File: src/inc/pin_switch_pkg.sv
package pin_switch_pkg;
	// boot modes from the two boot straps {b,a}
	typedef enum logic [1:0] {
		BOOT_MODE_0,
		BOOT_MODE_1,
		BOOT_MODE_2,
		BOOT_MODE_3
	} boot_mode_e;
	// pin phase
	typedef enum logic {
		PHASE_BOOT,
		PHASE_RUN
	} pin_phase_e;
	localparam logic [1:0] STRAP_RESET = 2'h0;
	localparam logic FAULT_IDLE = 1'h1;
endpackage

File: src/inc/strap_if.sv
`timescale 1ns/1ps
// strap capture results passed from the capture unit to the top
interface strap_if;
	logic [1:0] boot_mode;
	logic [1:0] amp_config;
	logic captured;
	modport capture (output boot_mode, output amp_config, output captured);
	modport user (input boot_mode, input amp_config, input captured);
endinterface

File: src/hw/boot_phase_pin_function_switch.sv
`timescale 1ns/1ps
// Overview of operation
// - after reset, volume pin is serial data: master input or slave output.
// - once firmware runs, volume pin becomes volume pulse input.
// - after reset, temperature pin is serial data: master output or slave input.
// - once firmware runs, temperature pin becomes board temperature input.
// - audio transmit floats during reset, carries stream in operation.
// - boot straps sampled at reset release select the boot mode.
// - error/config pin is an input strap during reset.
// - once firmware runs, error/config pin drives low on amplifier fault.
// - second config strap is input in reset, then supply sync output.
module boot_phase_pin_function_switch
	import pin_switch_pkg::*;
(
	input wire logic core_clk,
	input wire logic rst_n,
	input wire logic fw_running,
	input wire logic spi_is_master,
	input wire logic spi_mosi_out,
	input wire logic spi_miso_out,
	output logic spi_miso_in,
	output logic spi_mosi_in,
	input wire logic vol_pin_i,
	output logic vol_pin_o,
	output logic vol_pin_oe,
	input wire logic temp_pin_i,
	output logic temp_pin_o,
	output logic temp_pin_oe,
	output logic volume_pulse_in,
	output logic board_thermal_in,
	input wire logic audio_tx_data,
	output logic digital_audio_tx,
	output logic digital_audio_tx_oe,
	input wire logic boot_strap_a,
	input wire logic boot_strap_b,
	input wire logic err_pin_i,
	output logic amp_fault_out_n,
	output logic err_pin_oe,
	input wire logic sync_pin_i,
	output logic supply_sync_out,
	output logic sync_pin_oe,
	input wire logic amp_fault,
	input wire logic supply_sync,
	output logic [1:0] boot_mode,
	output logic [1:0] amp_config,
	output logic straps_valid,
	output logic run_phase
);
	strap_if straps ();
	pin_phase_e phase_r, phase_nxt;
	logic vol_o_r, vol_o_nxt, vol_oe_r, vol_oe_nxt;
	logic tmp_o_r, tmp_o_nxt, tmp_oe_r, tmp_oe_nxt;
	logic miso_in_r, miso_in_nxt, mosi_in_r, mosi_in_nxt;
	logic volp_r, volp_nxt, therm_r, therm_nxt;
	logic atx_r, atx_nxt, atx_oe_r, atx_oe_nxt;
	logic err_r, err_nxt, err_oe_r, err_oe_nxt;
	logic syn_r, syn_nxt, syn_oe_r, syn_oe_nxt;

	strap_capture u_cap (
		.core_clk(core_clk),
		.rst_n(rst_n),
		.boot_strap_a(boot_strap_a),
		.boot_strap_b(boot_strap_b),
		.amp_config_strap0(err_pin_i),
		.amp_config_strap1(sync_pin_i),
		.straps(straps)
	);

	// phase: enters run once, leaves only through reset
	always_comb begin
		phase_nxt = phase_r;
		case (phase_r)
			PHASE_BOOT: if (fw_running && straps.captured) phase_nxt = PHASE_RUN;
			PHASE_RUN: phase_nxt = PHASE_RUN;
			default: phase_nxt = PHASE_BOOT;
		endcase
	end

	// pin routing for both phases
	always_comb begin
		vol_o_nxt = 1'b0;
		vol_oe_nxt = 1'b0;
		tmp_o_nxt = 1'b0;
		tmp_oe_nxt = 1'b0;
		miso_in_nxt = 1'b0;
		mosi_in_nxt = 1'b0;
		volp_nxt = volp_r;
		therm_nxt = therm_r;
		err_nxt = FAULT_IDLE;
		err_oe_nxt = 1'b0;
		syn_nxt = 1'b0;
		syn_oe_nxt = 1'b0;
		atx_nxt = audio_tx_data;
		atx_oe_nxt = 1'b1;
		if (phase_nxt == PHASE_BOOT) begin
			if (spi_is_master) begin
				miso_in_nxt = vol_pin_i;
				tmp_o_nxt = spi_mosi_out;
				tmp_oe_nxt = 1'b1;
			end else begin
				vol_o_nxt = spi_miso_out;
				vol_oe_nxt = 1'b1;
				mosi_in_nxt = temp_pin_i;
			end
		end else begin
			volp_nxt = vol_pin_i;
			therm_nxt = temp_pin_i;
			err_nxt = !amp_fault;
			err_oe_nxt = 1'b1;
			syn_nxt = supply_sync;
			syn_oe_nxt = 1'b1;
		end
	end

	// register pins; reset leaves every driver off (straps as inputs)
	always_ff @(posedge core_clk) begin
		if (!rst_n) begin
			phase_r <= PHASE_BOOT;
			vol_o_r <= 1'b0;
			vol_oe_r <= 1'b0;
			tmp_o_r <= 1'b0;
			tmp_oe_r <= 1'b0;
			miso_in_r <= 1'b0;
			mosi_in_r <= 1'b0;
			volp_r <= 1'b0;
			therm_r <= 1'b0;
			atx_r <= 1'b0;
			atx_oe_r <= 1'b0;
			err_r <= FAULT_IDLE;
			err_oe_r <= 1'b0;
			syn_r <= 1'b0;
			syn_oe_r <= 1'b0;
		end else begin
			phase_r <= phase_nxt;
			vol_o_r <= vol_o_nxt;
			vol_oe_r <= vol_oe_nxt;
			tmp_o_r <= tmp_o_nxt;
			tmp_oe_r <= tmp_oe_nxt;
			miso_in_r <= miso_in_nxt;
			mosi_in_r <= mosi_in_nxt;
			volp_r <= volp_nxt;
			therm_r <= therm_nxt;
			atx_r <= atx_nxt;
			atx_oe_r <= atx_oe_nxt;
			err_r <= err_nxt;
			err_oe_r <= err_oe_nxt;
			syn_r <= syn_nxt;
			syn_oe_r <= syn_oe_nxt;
		end
	end

	assign vol_pin_o = vol_o_r;
	assign vol_pin_oe = vol_oe_r;
	assign temp_pin_o = tmp_o_r;
	assign temp_pin_oe = tmp_oe_r;
	assign spi_miso_in = miso_in_r;
	assign spi_mosi_in = mosi_in_r;
	assign volume_pulse_in = volp_r;
	assign board_thermal_in = therm_r;
	assign digital_audio_tx = atx_r;
	assign digital_audio_tx_oe = atx_oe_r;
	assign amp_fault_out_n = err_r;
	assign err_pin_oe = err_oe_r;
	assign supply_sync_out = syn_r;
	assign sync_pin_oe = syn_oe_r;
	assign boot_mode = straps.boot_mode;
	assign amp_config = straps.amp_config;
	assign straps_valid = straps.captured;
	assign run_phase = (phase_r == PHASE_RUN);

	// checks: phase stickiness and entry
	chk_run_sticky: assert property (
		@(posedge core_clk) disable iff (!rst_n) run_phase |=> run_phase)
		else $error("run phase left without reset");
	chk_run_entry: assert property (
		@(posedge core_clk) disable iff (!rst_n)
		(!run_phase && fw_running && straps_valid) |=> run_phase)
		else $error("run phase not entered");

	// checks: error/config pin
	chk_fault_low: assert property (
		@(posedge core_clk) disable iff (!rst_n)
		(run_phase && amp_fault) |=> (!amp_fault_out_n && err_pin_oe))
		else $error("fault not driven low");
	chk_fault_idle: assert property (
		@(posedge core_clk) disable iff (!rst_n)
		(run_phase && !amp_fault) |=> (amp_fault_out_n && err_pin_oe))
		else $error("fault output not idle high");
	chk_cfg_input: assert property (
		@(posedge core_clk) disable iff (!rst_n)
		!run_phase |-> (!err_pin_oe && !sync_pin_oe))
		else $error("strap pin driven in boot phase");

	// checks: supply sync pin
	chk_sync_out: assert property (
		@(posedge core_clk) disable iff (!rst_n)
		run_phase |-> (sync_pin_oe && !vol_pin_oe && !temp_pin_oe))
		else $error("run phase pin direction wrong");
	chk_sync_follow: assert property (
		@(posedge core_clk) disable iff (!rst_n)
		run_phase |=> (supply_sync_out == $past(supply_sync)))
		else $error("supply sync not followed");

	// checks: boot-phase serial data routing
	chk_miso_slave: assert property (
		@(posedge core_clk) disable iff (!rst_n)
		(!run_phase && !spi_is_master && !fw_running) |=> vol_pin_oe)
		else $error("slave miso not driven");
	chk_miso_master: assert property (
		@(posedge core_clk) disable iff (!rst_n)
		(!run_phase && spi_is_master && !fw_running) |=> (spi_miso_in == $past(vol_pin_i)))
		else $error("master miso not sampled");
	chk_mosi_master: assert property (
		@(posedge core_clk) disable iff (!rst_n)
		(!run_phase && spi_is_master && !fw_running) |=> (temp_pin_oe && !vol_pin_oe))
		else $error("master mosi not driven");
	chk_mosi_slave: assert property (
		@(posedge core_clk) disable iff (!rst_n)
		(!run_phase && !spi_is_master && !fw_running) |=> (spi_mosi_in == $past(temp_pin_i)))
		else $error("slave mosi not sampled");

	// checks: run-phase monitor inputs
	chk_vol_follow: assert property (
		@(posedge core_clk) disable iff (!rst_n)
		(run_phase ##1 run_phase) |-> volume_pulse_in == $past(vol_pin_i))
		else $error("volume input not followed");
	chk_thermal: assert property (
		@(posedge core_clk) disable iff (!rst_n)
		(run_phase ##1 run_phase) |-> board_thermal_in == $past(temp_pin_i))
		else $error("thermal input not followed");

	// checks: audio transmit pin
	chk_tx_float: assert property (
		@(posedge core_clk) !rst_n |=> !digital_audio_tx_oe)
		else $error("audio tx driven in reset");
	chk_tx_follow: assert property (
		@(posedge core_clk) disable iff (!rst_n)
		rst_n |=> (digital_audio_tx_oe && digital_audio_tx == $past(audio_tx_data)))
		else $error("audio tx not carried");

	// checks: captured straps hold
	chk_mode_hold: assert property (
		@(posedge core_clk) disable iff (!rst_n) straps_valid |=> $stable(boot_mode))
		else $error("boot mode changed");
	chk_cfg_hold: assert property (
		@(posedge core_clk) disable iff (!rst_n) straps_valid |=> $stable(amp_config))
		else $error("amplifier config changed");

	// main scenarios
	cov_run: cover property (@(posedge core_clk) disable iff (!rst_n) $rose(run_phase));
	cov_fault: cover property (@(posedge core_clk) disable iff (!rst_n)
		run_phase && !amp_fault_out_n);
	cov_slave: cover property (@(posedge core_clk) disable iff (!rst_n)
		!run_phase && vol_pin_oe);
	cov_master: cover property (@(posedge core_clk) disable iff (!rst_n)
		!run_phase && temp_pin_oe);
	cov_refused: cover property (@(posedge core_clk) disable iff (!rst_n)
		run_phase && !fw_running);
endmodule

File: src/hw/strap_capture.sv
`timescale 1ns/1ps
module strap_capture
	import pin_switch_pkg::*;
(
	input wire logic core_clk,
	input wire logic rst_n,
	input wire logic boot_strap_a,
	input wire logic boot_strap_b,
	input wire logic amp_config_strap0,
	input wire logic amp_config_strap1,
	strap_if.capture straps
);
	logic [1:0] boot_r, boot_nxt;
	logic [1:0] cfg_r, cfg_nxt;
	logic done_r, done_nxt;

	// catch straps on the first clock after reset release, then hold
	always_comb begin
		boot_nxt = boot_r;
		cfg_nxt = cfg_r;
		done_nxt = done_r;
		if (!done_r) begin
			boot_nxt = {boot_strap_b, boot_strap_a};
			cfg_nxt = {amp_config_strap1, amp_config_strap0};
			done_nxt = 1'b1;
		end
	end

	always_ff @(posedge core_clk) begin
		if (!rst_n) begin
			boot_r <= STRAP_RESET;
			cfg_r <= STRAP_RESET;
			done_r <= 1'b0;
		end else begin
			boot_r <= boot_nxt;
			cfg_r <= cfg_nxt;
			done_r <= done_nxt;
		end
	end

	assign straps.boot_mode = boot_r;
	assign straps.amp_config = cfg_r;
	assign straps.captured = done_r;
endmodule

File: config.mk
export PLATFORM = sky130hd
export DESIGN_NAME = boot_phase_pin_function_switch
export DESIGN_NICKNAME = d
export VERILOG_FILES = /design/src/inc/pin_switch_pkg.sv /design/src/inc/strap_if.sv /design/src/hw/boot_phase_pin_function_switch.sv /design/src/hw/strap_capture.sv
export SDC_FILE = /design/constraint.sdc
export NUM_CORES = 1
export LEC_CHECK = 0
export ABC_AREA = 1
export BUFFER_PORTS_ARGS = -buffer_cell sky130_fd_sc_hd__buf_2
export CAP_MARGIN = 20
export CORE_AREA = 2 2 39 41
export CTS_BUF_LIST = sky130_fd_sc_hd__clkbuf_8
export DETAILED_ROUTE_END_ITERATION = 8
export DIE_AREA = 0 0 41 43
export GPL_TIMING_DRIVEN = 0
export HOLD_SLACK_MARGIN = 0.12
export MAX_ROUTING_LAYER = met4
export PLACE_DENSITY = 0.88
export REMOVE_ABC_BUFFERS = 1
export SLEW_MARGIN = 20
export SYNTH_ARGS = -nofsm -noshare
export SYNTH_HDL_FRONTEND = slang
export SYNTH_SLANG_ARGS = --single-unit
export TNS_END_PERCENT = 30
File: constraint.sdc
create_clock -name core_clk -period 1.7 [get_ports core_clk]
set_input_delay 0.34 -clock core_clk [delete_from_list [all_inputs] [get_ports core_clk]]
set_output_delay 0.34 -clock core_clk [all_outputs]
set_load 0.1 [all_outputs]
==> reports/summary.txt, run 1 <==
Max Root-Sink Buffers - 2
Hold Fails Final Rpt - 0
Worst Hold Class - input port to flip-flop
top-area cell type share of the netlist area - 0.602
reg2reg setup slack - 0.77 ns
io pins - 35
die height - 43 um
R2R Path Start - u_cap.straps.captured
clock root buffer - clkbuf_8
first-pass detailed-route iteration total - 4
r2r endpoint - amp_fault_out_n
number of synthesized flops with an enable pin - 0
clock power share - 0.282
wire length per cell - 9.15 um
Switching Share - 0.371
# H-tree levels - 1
Max IR drop VDD - 0.753 mV
Final ANT Viol Nets - 0
Switch Pwr - 0.367 mW
RSZ-0062 raised after global routing - no
largest family of logic cells by synthesized area - simple AND/OR/NAND/NOR gates
fraction of layout cells with a size suffix above 1 - 0.433
Horiz. Die Dim - 41 um
starting density of the core - 0.409
initial antenna violation count - 0
Post-Synth Adder-Cell Area - 0
Worst path slowest cell - buf_2
global-route wire length before repair - 1.69 mm
area of all placed cells without fillers - 771 sq um
critical path arrival - 1.15 ns
CP cell instances - buf_2
# setup viols final - 0
hold depth - 2
vias post-DR - 487
synthesized area per cell - 8.98 sq um
register area - 340 sq um
ranking of synthesized cells by area - dfxtp_1, nor2_1, inv_1, buf_4, nand2_4
xor and xnor area share after synthesis - 0
Final #Nets - 113
Site Rows - 14
Tot Pwr - 0.990 mW
Crit. End Element - output pin
#FFs+latches synth - 17
DRC - 0
Buffers on Ports - 34
CTS buffer count - 3
WL final - 1.03 mm
area of the core - 0.00138 sq mm
initial DRC count - 3
Gate power share - 0.283
area leader, netlist - dfxtp_1
WP buf/inv - 1
most frequent cells after synthesis - dfxtp_1, nor2_1, inv_1
# clock sinks - 17
delay-heaviest family, CP - buffers and inverters
Internal Power - 0.623 mW
Crit Path Max Fanout - 8
Post-CTS Setup Bufs - 0
Fillers - 140
post-cts sizing count - 0
area of the multi-input gates - 158 sq um
grt ovf - 0
dpl hpwl - 837 um
HP Start - amp_fault
fmax - 0.673 GHz
dominant synthesized flop cell - dfxtp_1
die area - 0.00176 sq mm
top-count cell post-synth - dfxtp_1
Synth Area in Compound Gates - 0.0354
status - completed
Worst Setup Start Kind - flip-flop
Min Clock Period, post-route - 1.49 ns
Req. time, crit path - 1.36 ns
Max-Cap Viols - 0
Clock Latency Late Sink - 0.24 ns
crit path kind - flip-flop to output pin
mux cell area share after synthesis - 0
clock slew at reported path FFs - 0.06 ns
Mapped Area - 566 sq um
gpl congestion - 0.688
R2R depth - 5
Final period util - 0.874
number of diodes - 0
CTS Hold Bufs - 0
hold path endpoint - amp_fault_out_n
Distinct cells, synth - 12
Sequential Power Share - 0.435
Async S/R FF share, synth - 0
Seq/Total Area, Yosys - 0.602
area share of and/or/nand/nor cells after synthesis - 0.243
synthesized instance count - 63
clock tree from TritonCTS - built
DP Area - 726 sq um
largest net degree at the start of global routing - 14
pwr/cell area - 1280 mW/mm^2
CP peak stage delay - 0.47 ns
vias in the first global route - 435
synthesis-to-layout area growth - 36.3%
slew margin rel. - 0.675
actual slew at the worst max-slew pin - 0.491 ns
DR vias/cell - 4.31
Final Max Tran Viols - 0
Static Leak - 0.444 nW
Worst Skew - 0.00308 ns
GRT Overall Usage - 0.146
synthesis warning total - 0
-- layout by cell type (no fill, tap or decap) --
cell type	n
nand4_1	2
buf_2	34
nor2_1	11
nand3_1	2
inv_1	10
clkbuf_8	3
nand2_2	2
nand2_4	2
o21ai_0	4
nor3_1	4
inv_2	1
nand2_1	5
dfxtp_1	17
-- metrics by stage --
step                      cells  hold WS (ns)  utilization  TNS [ns]  setup WS, ns
after detailed placement    109         0.470        0.524         0         0.475
final                       113         0.263        0.557         0         0.215
after global placement      109         0.460        0.524         0         0.488
after global routing        113         0.257        0.557         0         0.118
after floorplan              59         0.368            -    -20.00         -1.41
after CTS                   113         0.258        0.557         0         0.209
-- final cells by class --
cell class                      instances  share of cell area
Multi-Input combinational cell         32               0.205
Inverter                               10              0.0487
Clock inverter                          1             0.00487
Sequential cell                        17               0.442
Clock buffer                            3              0.0536
Timing Repair Buffer                   34               0.221
Tap cell                               16              0.0260
-- power by group through the flow --
| stage | clock (mW) | sequential, mW | combinational [mW] |
|---|---|---|---|
| CTS | 0.290 | 0.431 | 0.282 |
| floorplan | 0 | 0.635 | 0.0340 |
| detailed placement | 0 | 0.440 | 0.281 |
| finish | 0.279 | 0.431 | 0.280 |
| global route | 0.308 | 0.433 | 0.292 |
| global placement | 0 | 0.439 | 0.279 |
-- metal layers --
layer  share of wire  track usage  vias up
li1                -            -      258
met1            0.37        0.152      210
met2            0.54        0.231       17
met3           0.070       0.0314        2
met4           0.014        0.100        0
met5               0            -        -
-- flip-flops by register name, indices dropped and copies added, names as in the netlist --
name / flops
board_thermal_in: 1
digital_audio_tx: 1
amp_fault_out_n: 1
spi_mosi_in: 1
supply_sync_out: 1
spi_miso_in: 1
vol_pin_oe: 1
vol_pin_o: 1
temp_pin_oe: 1
u_cap.straps.amp_config: 2
u_cap.straps.captured: 1
volume_pulse_in: 1
sync_pin_oe: 1
temp_pin_o: 1
u_cap.straps.boot_mode: 2
-- worst max path at each step --
stage                           to             startpoint  slack, ns  cells past startpoint
6_report       digital_audio_tx_oe  u_cap.straps.captured       0.21                      1
5_1_grt        digital_audio_tx_oe  u_cap.straps.captured       0.12                      1
4_1_cts               straps_valid  u_cap.straps.captured       0.21                      1
3_5_place_dp          straps_valid  u_cap.straps.captured       0.48                      1
3_3_place_gp          straps_valid  u_cap.straps.captured       0.49                      1
2_1_floorplan      amp_fault_out_n            sync_pin_oe      -1.41                      5
-- cell families (layout without fill, tap and decap cells) --
kind of cell	count (synthesis)	after routing
AO/OA/AOI/OAI	4	4
buffers and inverters	14	48
AND/OR/NAND/NOR	28	28
flip-flops	17	17
Note: power is estimated with default switching activity, not from simulation.
==> run 2: changes to the inputs <==
--- a/config.mk
+++ b/config.mk
@@ -5,17 +5,17 @@
 export SDC_FILE = /design/constraint.sdc
 export NUM_CORES = 1
 export LEC_CHECK = 0
-export ABC_AREA = 1
+export ABC_AREA = 0
 export BUFFER_PORTS_ARGS = -buffer_cell sky130_fd_sc_hd__buf_2
 export CAP_MARGIN = 20
-export CORE_AREA = 2 2 39 41
+export CORE_MARGIN = 2
+export CORE_UTILIZATION = 39
 export CTS_BUF_LIST = sky130_fd_sc_hd__clkbuf_8
 export DETAILED_ROUTE_END_ITERATION = 8
-export DIE_AREA = 0 0 41 43
 export GPL_TIMING_DRIVEN = 0
 export HOLD_SLACK_MARGIN = 0.12
 export MAX_ROUTING_LAYER = met4
-export PLACE_DENSITY = 0.88
+export PLACE_DENSITY = 0.85
 export REMOVE_ABC_BUFFERS = 1
 export SLEW_MARGIN = 20
 export SYNTH_ARGS = -nofsm -noshare
==> constraint.sdc (replaced) <==
create_clock -name core_clk -period 1.35 [get_ports core_clk]
set_input_delay 0.27 -clock core_clk [delete_from_list [all_inputs] [get_ports core_clk]]
set_output_delay 0.27 -clock core_clk [all_outputs]
set_load 0.1 [all_outputs]
==> run 2 against run 1 <==
Hold slack got worse by 0.055 ns. Register-to-register slack got worse by 0.36 ns. Largest power group unchanged. Total power rose by 28%.
==> reports/summary.txt, run 2 <==
status - completed
delay-heaviest family, CP - flip-flops
pwr/cell area - 1560 mW/mm^2 (+21%)
top-count cell post-synth - dfxtp_1
# setup viols final - 0 (unchanged)
fmax - 0.742 GHz
Final #Nets - 101 (-11%)
grt ovf - 0 (unchanged)
DRC - 0 (unchanged)
actual slew at the worst max-slew pin - 0.492 ns (+0.000337 ns)
critical path arrival - 1.08 ns (-0.07 ns)
Max-Cap Viols - 0 (unchanged)
Placed Cells - 97 (-11%)
Max IR drop VDD - 0.606 mV (-20%)
Buffers on Ports - 34 (unchanged)
wire length per cell - 10.5 um (+14%)
Req. time, crit path - 1.08 ns (-0.28 ns)
clock slew at reported path FFs - 0.07 ns (about the same)
starting density of the core - 0.404 (-0.00477)
Hold Fails Final Rpt - 0 (unchanged)
Final period util - 0.998
Static Leak - 0.421 nW (-5.1%)
Worst path slowest cell - dfxtp_1
Min Clock Period, post-route - 1.35 ns
Crit Path Max Fanout - 5 (-3)
io pins - 35 (unchanged)
fraction of layout cells with a size suffix above 1 - 0.518 (+0.0847)
synthesized instance count - 52 (-17%)
synthesized area per cell - 11.4 sq um (+27%)
Final ANT Viol Nets - 0 (unchanged)
WP buf/inv - 1 (unchanged)
RSZ-0062 raised after global routing - yes
Worst Setup Start Kind - flip-flop
Final Max Tran Viols - 0 (unchanged)
slew margin rel. - 0.674 (about the same)
ranking of synthesized cells by area - dfxtp_1, mux2i_1, nor4b_4, buf_4, nand2_1
Distinct cells, synth - 17 (+5)
vias in the first global route - 415 (-4.6%)
first-pass detailed-route iteration total - 4 (unchanged)
Site Rows - 14 (unchanged)
number of synthesized flops with an enable pin - 0 (unchanged)
Tot Pwr - 1.27 mW (+28%)
Horiz. Die Dim - 43.0 um (+5.0%)
dpl hpwl - 827 um (-1.2%)
most frequent cells after synthesis - dfxtp_1, mux2i_1, nand2_1
GRT Overall Usage - 0.129 (-0.0176)
synthesis warning total - 0 (unchanged)
die height - 43.0 um (about the same)
CTS buffer count - 3 (unchanged)
global-route wire length before repair - 1.66 mm (-1.7%)
Mapped Area - 594 sq um (+5.1%)
CP cell instances - clkbuf_4
Worst Skew - 0.00334 ns (+0.000260 ns)
top-area cell type share of the netlist area - 0.573 (-0.0291)
number of diodes - 0 (unchanged)
largest net degree at the start of global routing - 12 (-2)
clock root buffer - clkbuf_8
synthesis-to-layout area growth - 37.3%
vias post-DR - 456 (-6.4%)
Non-Filler Instances - 101 (-11%)
CP peak stage delay - 0.45 ns (-0.02 ns)
Post-CTS Setup Bufs - 0 (unchanged)
Crit. End Element - output pin
# H-tree levels - 1 (unchanged)
area of the core - 0.00147 sq mm (+6.3%)
Seq/Total Area, Yosys - 0.573 (-0.0291)
CTS Hold Bufs - 0 (unchanged)
commonest non-fill, non-tap cell in the layout - buf_2
Fillers - 139 (-0.71%)
crit path kind - flip-flop to output pin
clock tree from TritonCTS - built
area leader, netlist - dfxtp_1
WL final - 1.06 mm (+2.1%)
Async S/R FF share, synth - 0 (unchanged)
gpl congestion - 0.656 (-4.7%)
#FFs+latches synth - 17 (unchanged)
highest-count cells in the layout ignoring fill and taps - buf_2, dfxtp_1, mux2i_1, nand2_1, nor2_1
die area - 0.00185 sq mm (+5.0%)
Clock Latency Late Sink - 0.25 ns (about the same)
# clock sinks - 17 (unchanged)
Max Root-Sink Buffers - 2 (unchanged)
initial antenna violation count - 0 (unchanged)
initial DRC count - 3 (unchanged)
dominant synthesized flop cell - dfxtp_1
DR vias/cell - 4.51 (+4.8%)
Worst Hold Class - input port to flip-flop
-- run 2: cell types whose count changed in the layout (fill, tap and decap cells not counted), sizes merged, moves of 2 or more --
cell / previous run / this run
buf: 34 / 31
nand2: 9 / 6
nor2: 11 / 5
nand4: 2 / 0
inv: 11 / 2
mux2i: 0 / 6
clkbuf: 3 / 6
and3: 0 / 2
o21ai: 4 / 0
-- run 2: what timing repair did --
| item | in CTS | in global routing |
|---|---|---|
| setup endpoints to repair | 5 | 5 |
| hold endpoints to repair | 0 | 0 |
| gates cloned | 0 | 0 |
| resized for setup | 3 | 5 |
-- run 2: final cells by class --
cell class	count	area (sq um)	share of cell area
Inverter	2	7.51	0.00920
Sequential cell	17	342	0.419
Multi-Input combinational cell	28	208	0.255
Timing Repair Buffer	34	190	0.233
Tap cell	16	20.0	0.0245
Clock buffer	3	41.3	0.0506
Clock inverter	1	7.51	0.00920
-- run 2: worst paths after layout --
path,to,cells past startpoint,startpoint,slack [ns]
setup / recovery,err_pin_oe,1,sync_pin_oe,0.002
hold / removal,amp_fault_out_n,2,amp_fault,0.21
setup reg to reg,supply_sync_out,2,u_cap.straps.captured,0.41
hold reg to reg,volume_pulse_in,2,volume_pulse_in,0.46
-- run 2: kinds of logic (layout without fill, tap and decap cells) --
logic type	Yosys count	after routing	synth area share
buf+inv	7	40	0.0779
simple gates	20	20	0.196
mux	6	6	0.101
flops	17	17	0.573
compound gates	2	2	0.0526
-- run 2: power by group --
group	total (mW)	switching [mW]	internal (mW)
Combinational	0.357	0.288	0.0690
Sequential	0.546	0.0169	0.529
Clock	0.369	0.162	0.207
-- run 2: metrics by stage --
stage / worst slack [ns] / setup TNS (ns) / utilization / hold WS [ns] / area (sq um)
CTS: -0.0930 / -0.273 / 0.544 / 0.202 / 801
detailed placement: 0.00486 / 0 / 0.507 / 0.455 / 746
global route: -0.0364 / -0.108 / 0.554 / 0.217 / 816
floorplan: -1.39 / -23.12 / - / 0.298 / 556
global placement: 0.0314 / 0 / 0.507 / 0.449 / 746
finish: 0.00212 / 0 / 0.554 / 0.207 / 816
-- run 2: per-layer routing --
metal  global-route usage  routed length [um]  vias up
met3               0.0426                  78        2
li1                     -                   -      236
met2                0.215                 572       18
met5                    -                   0        -
met4               0.0909                  19        0
met1                0.123                 385      200
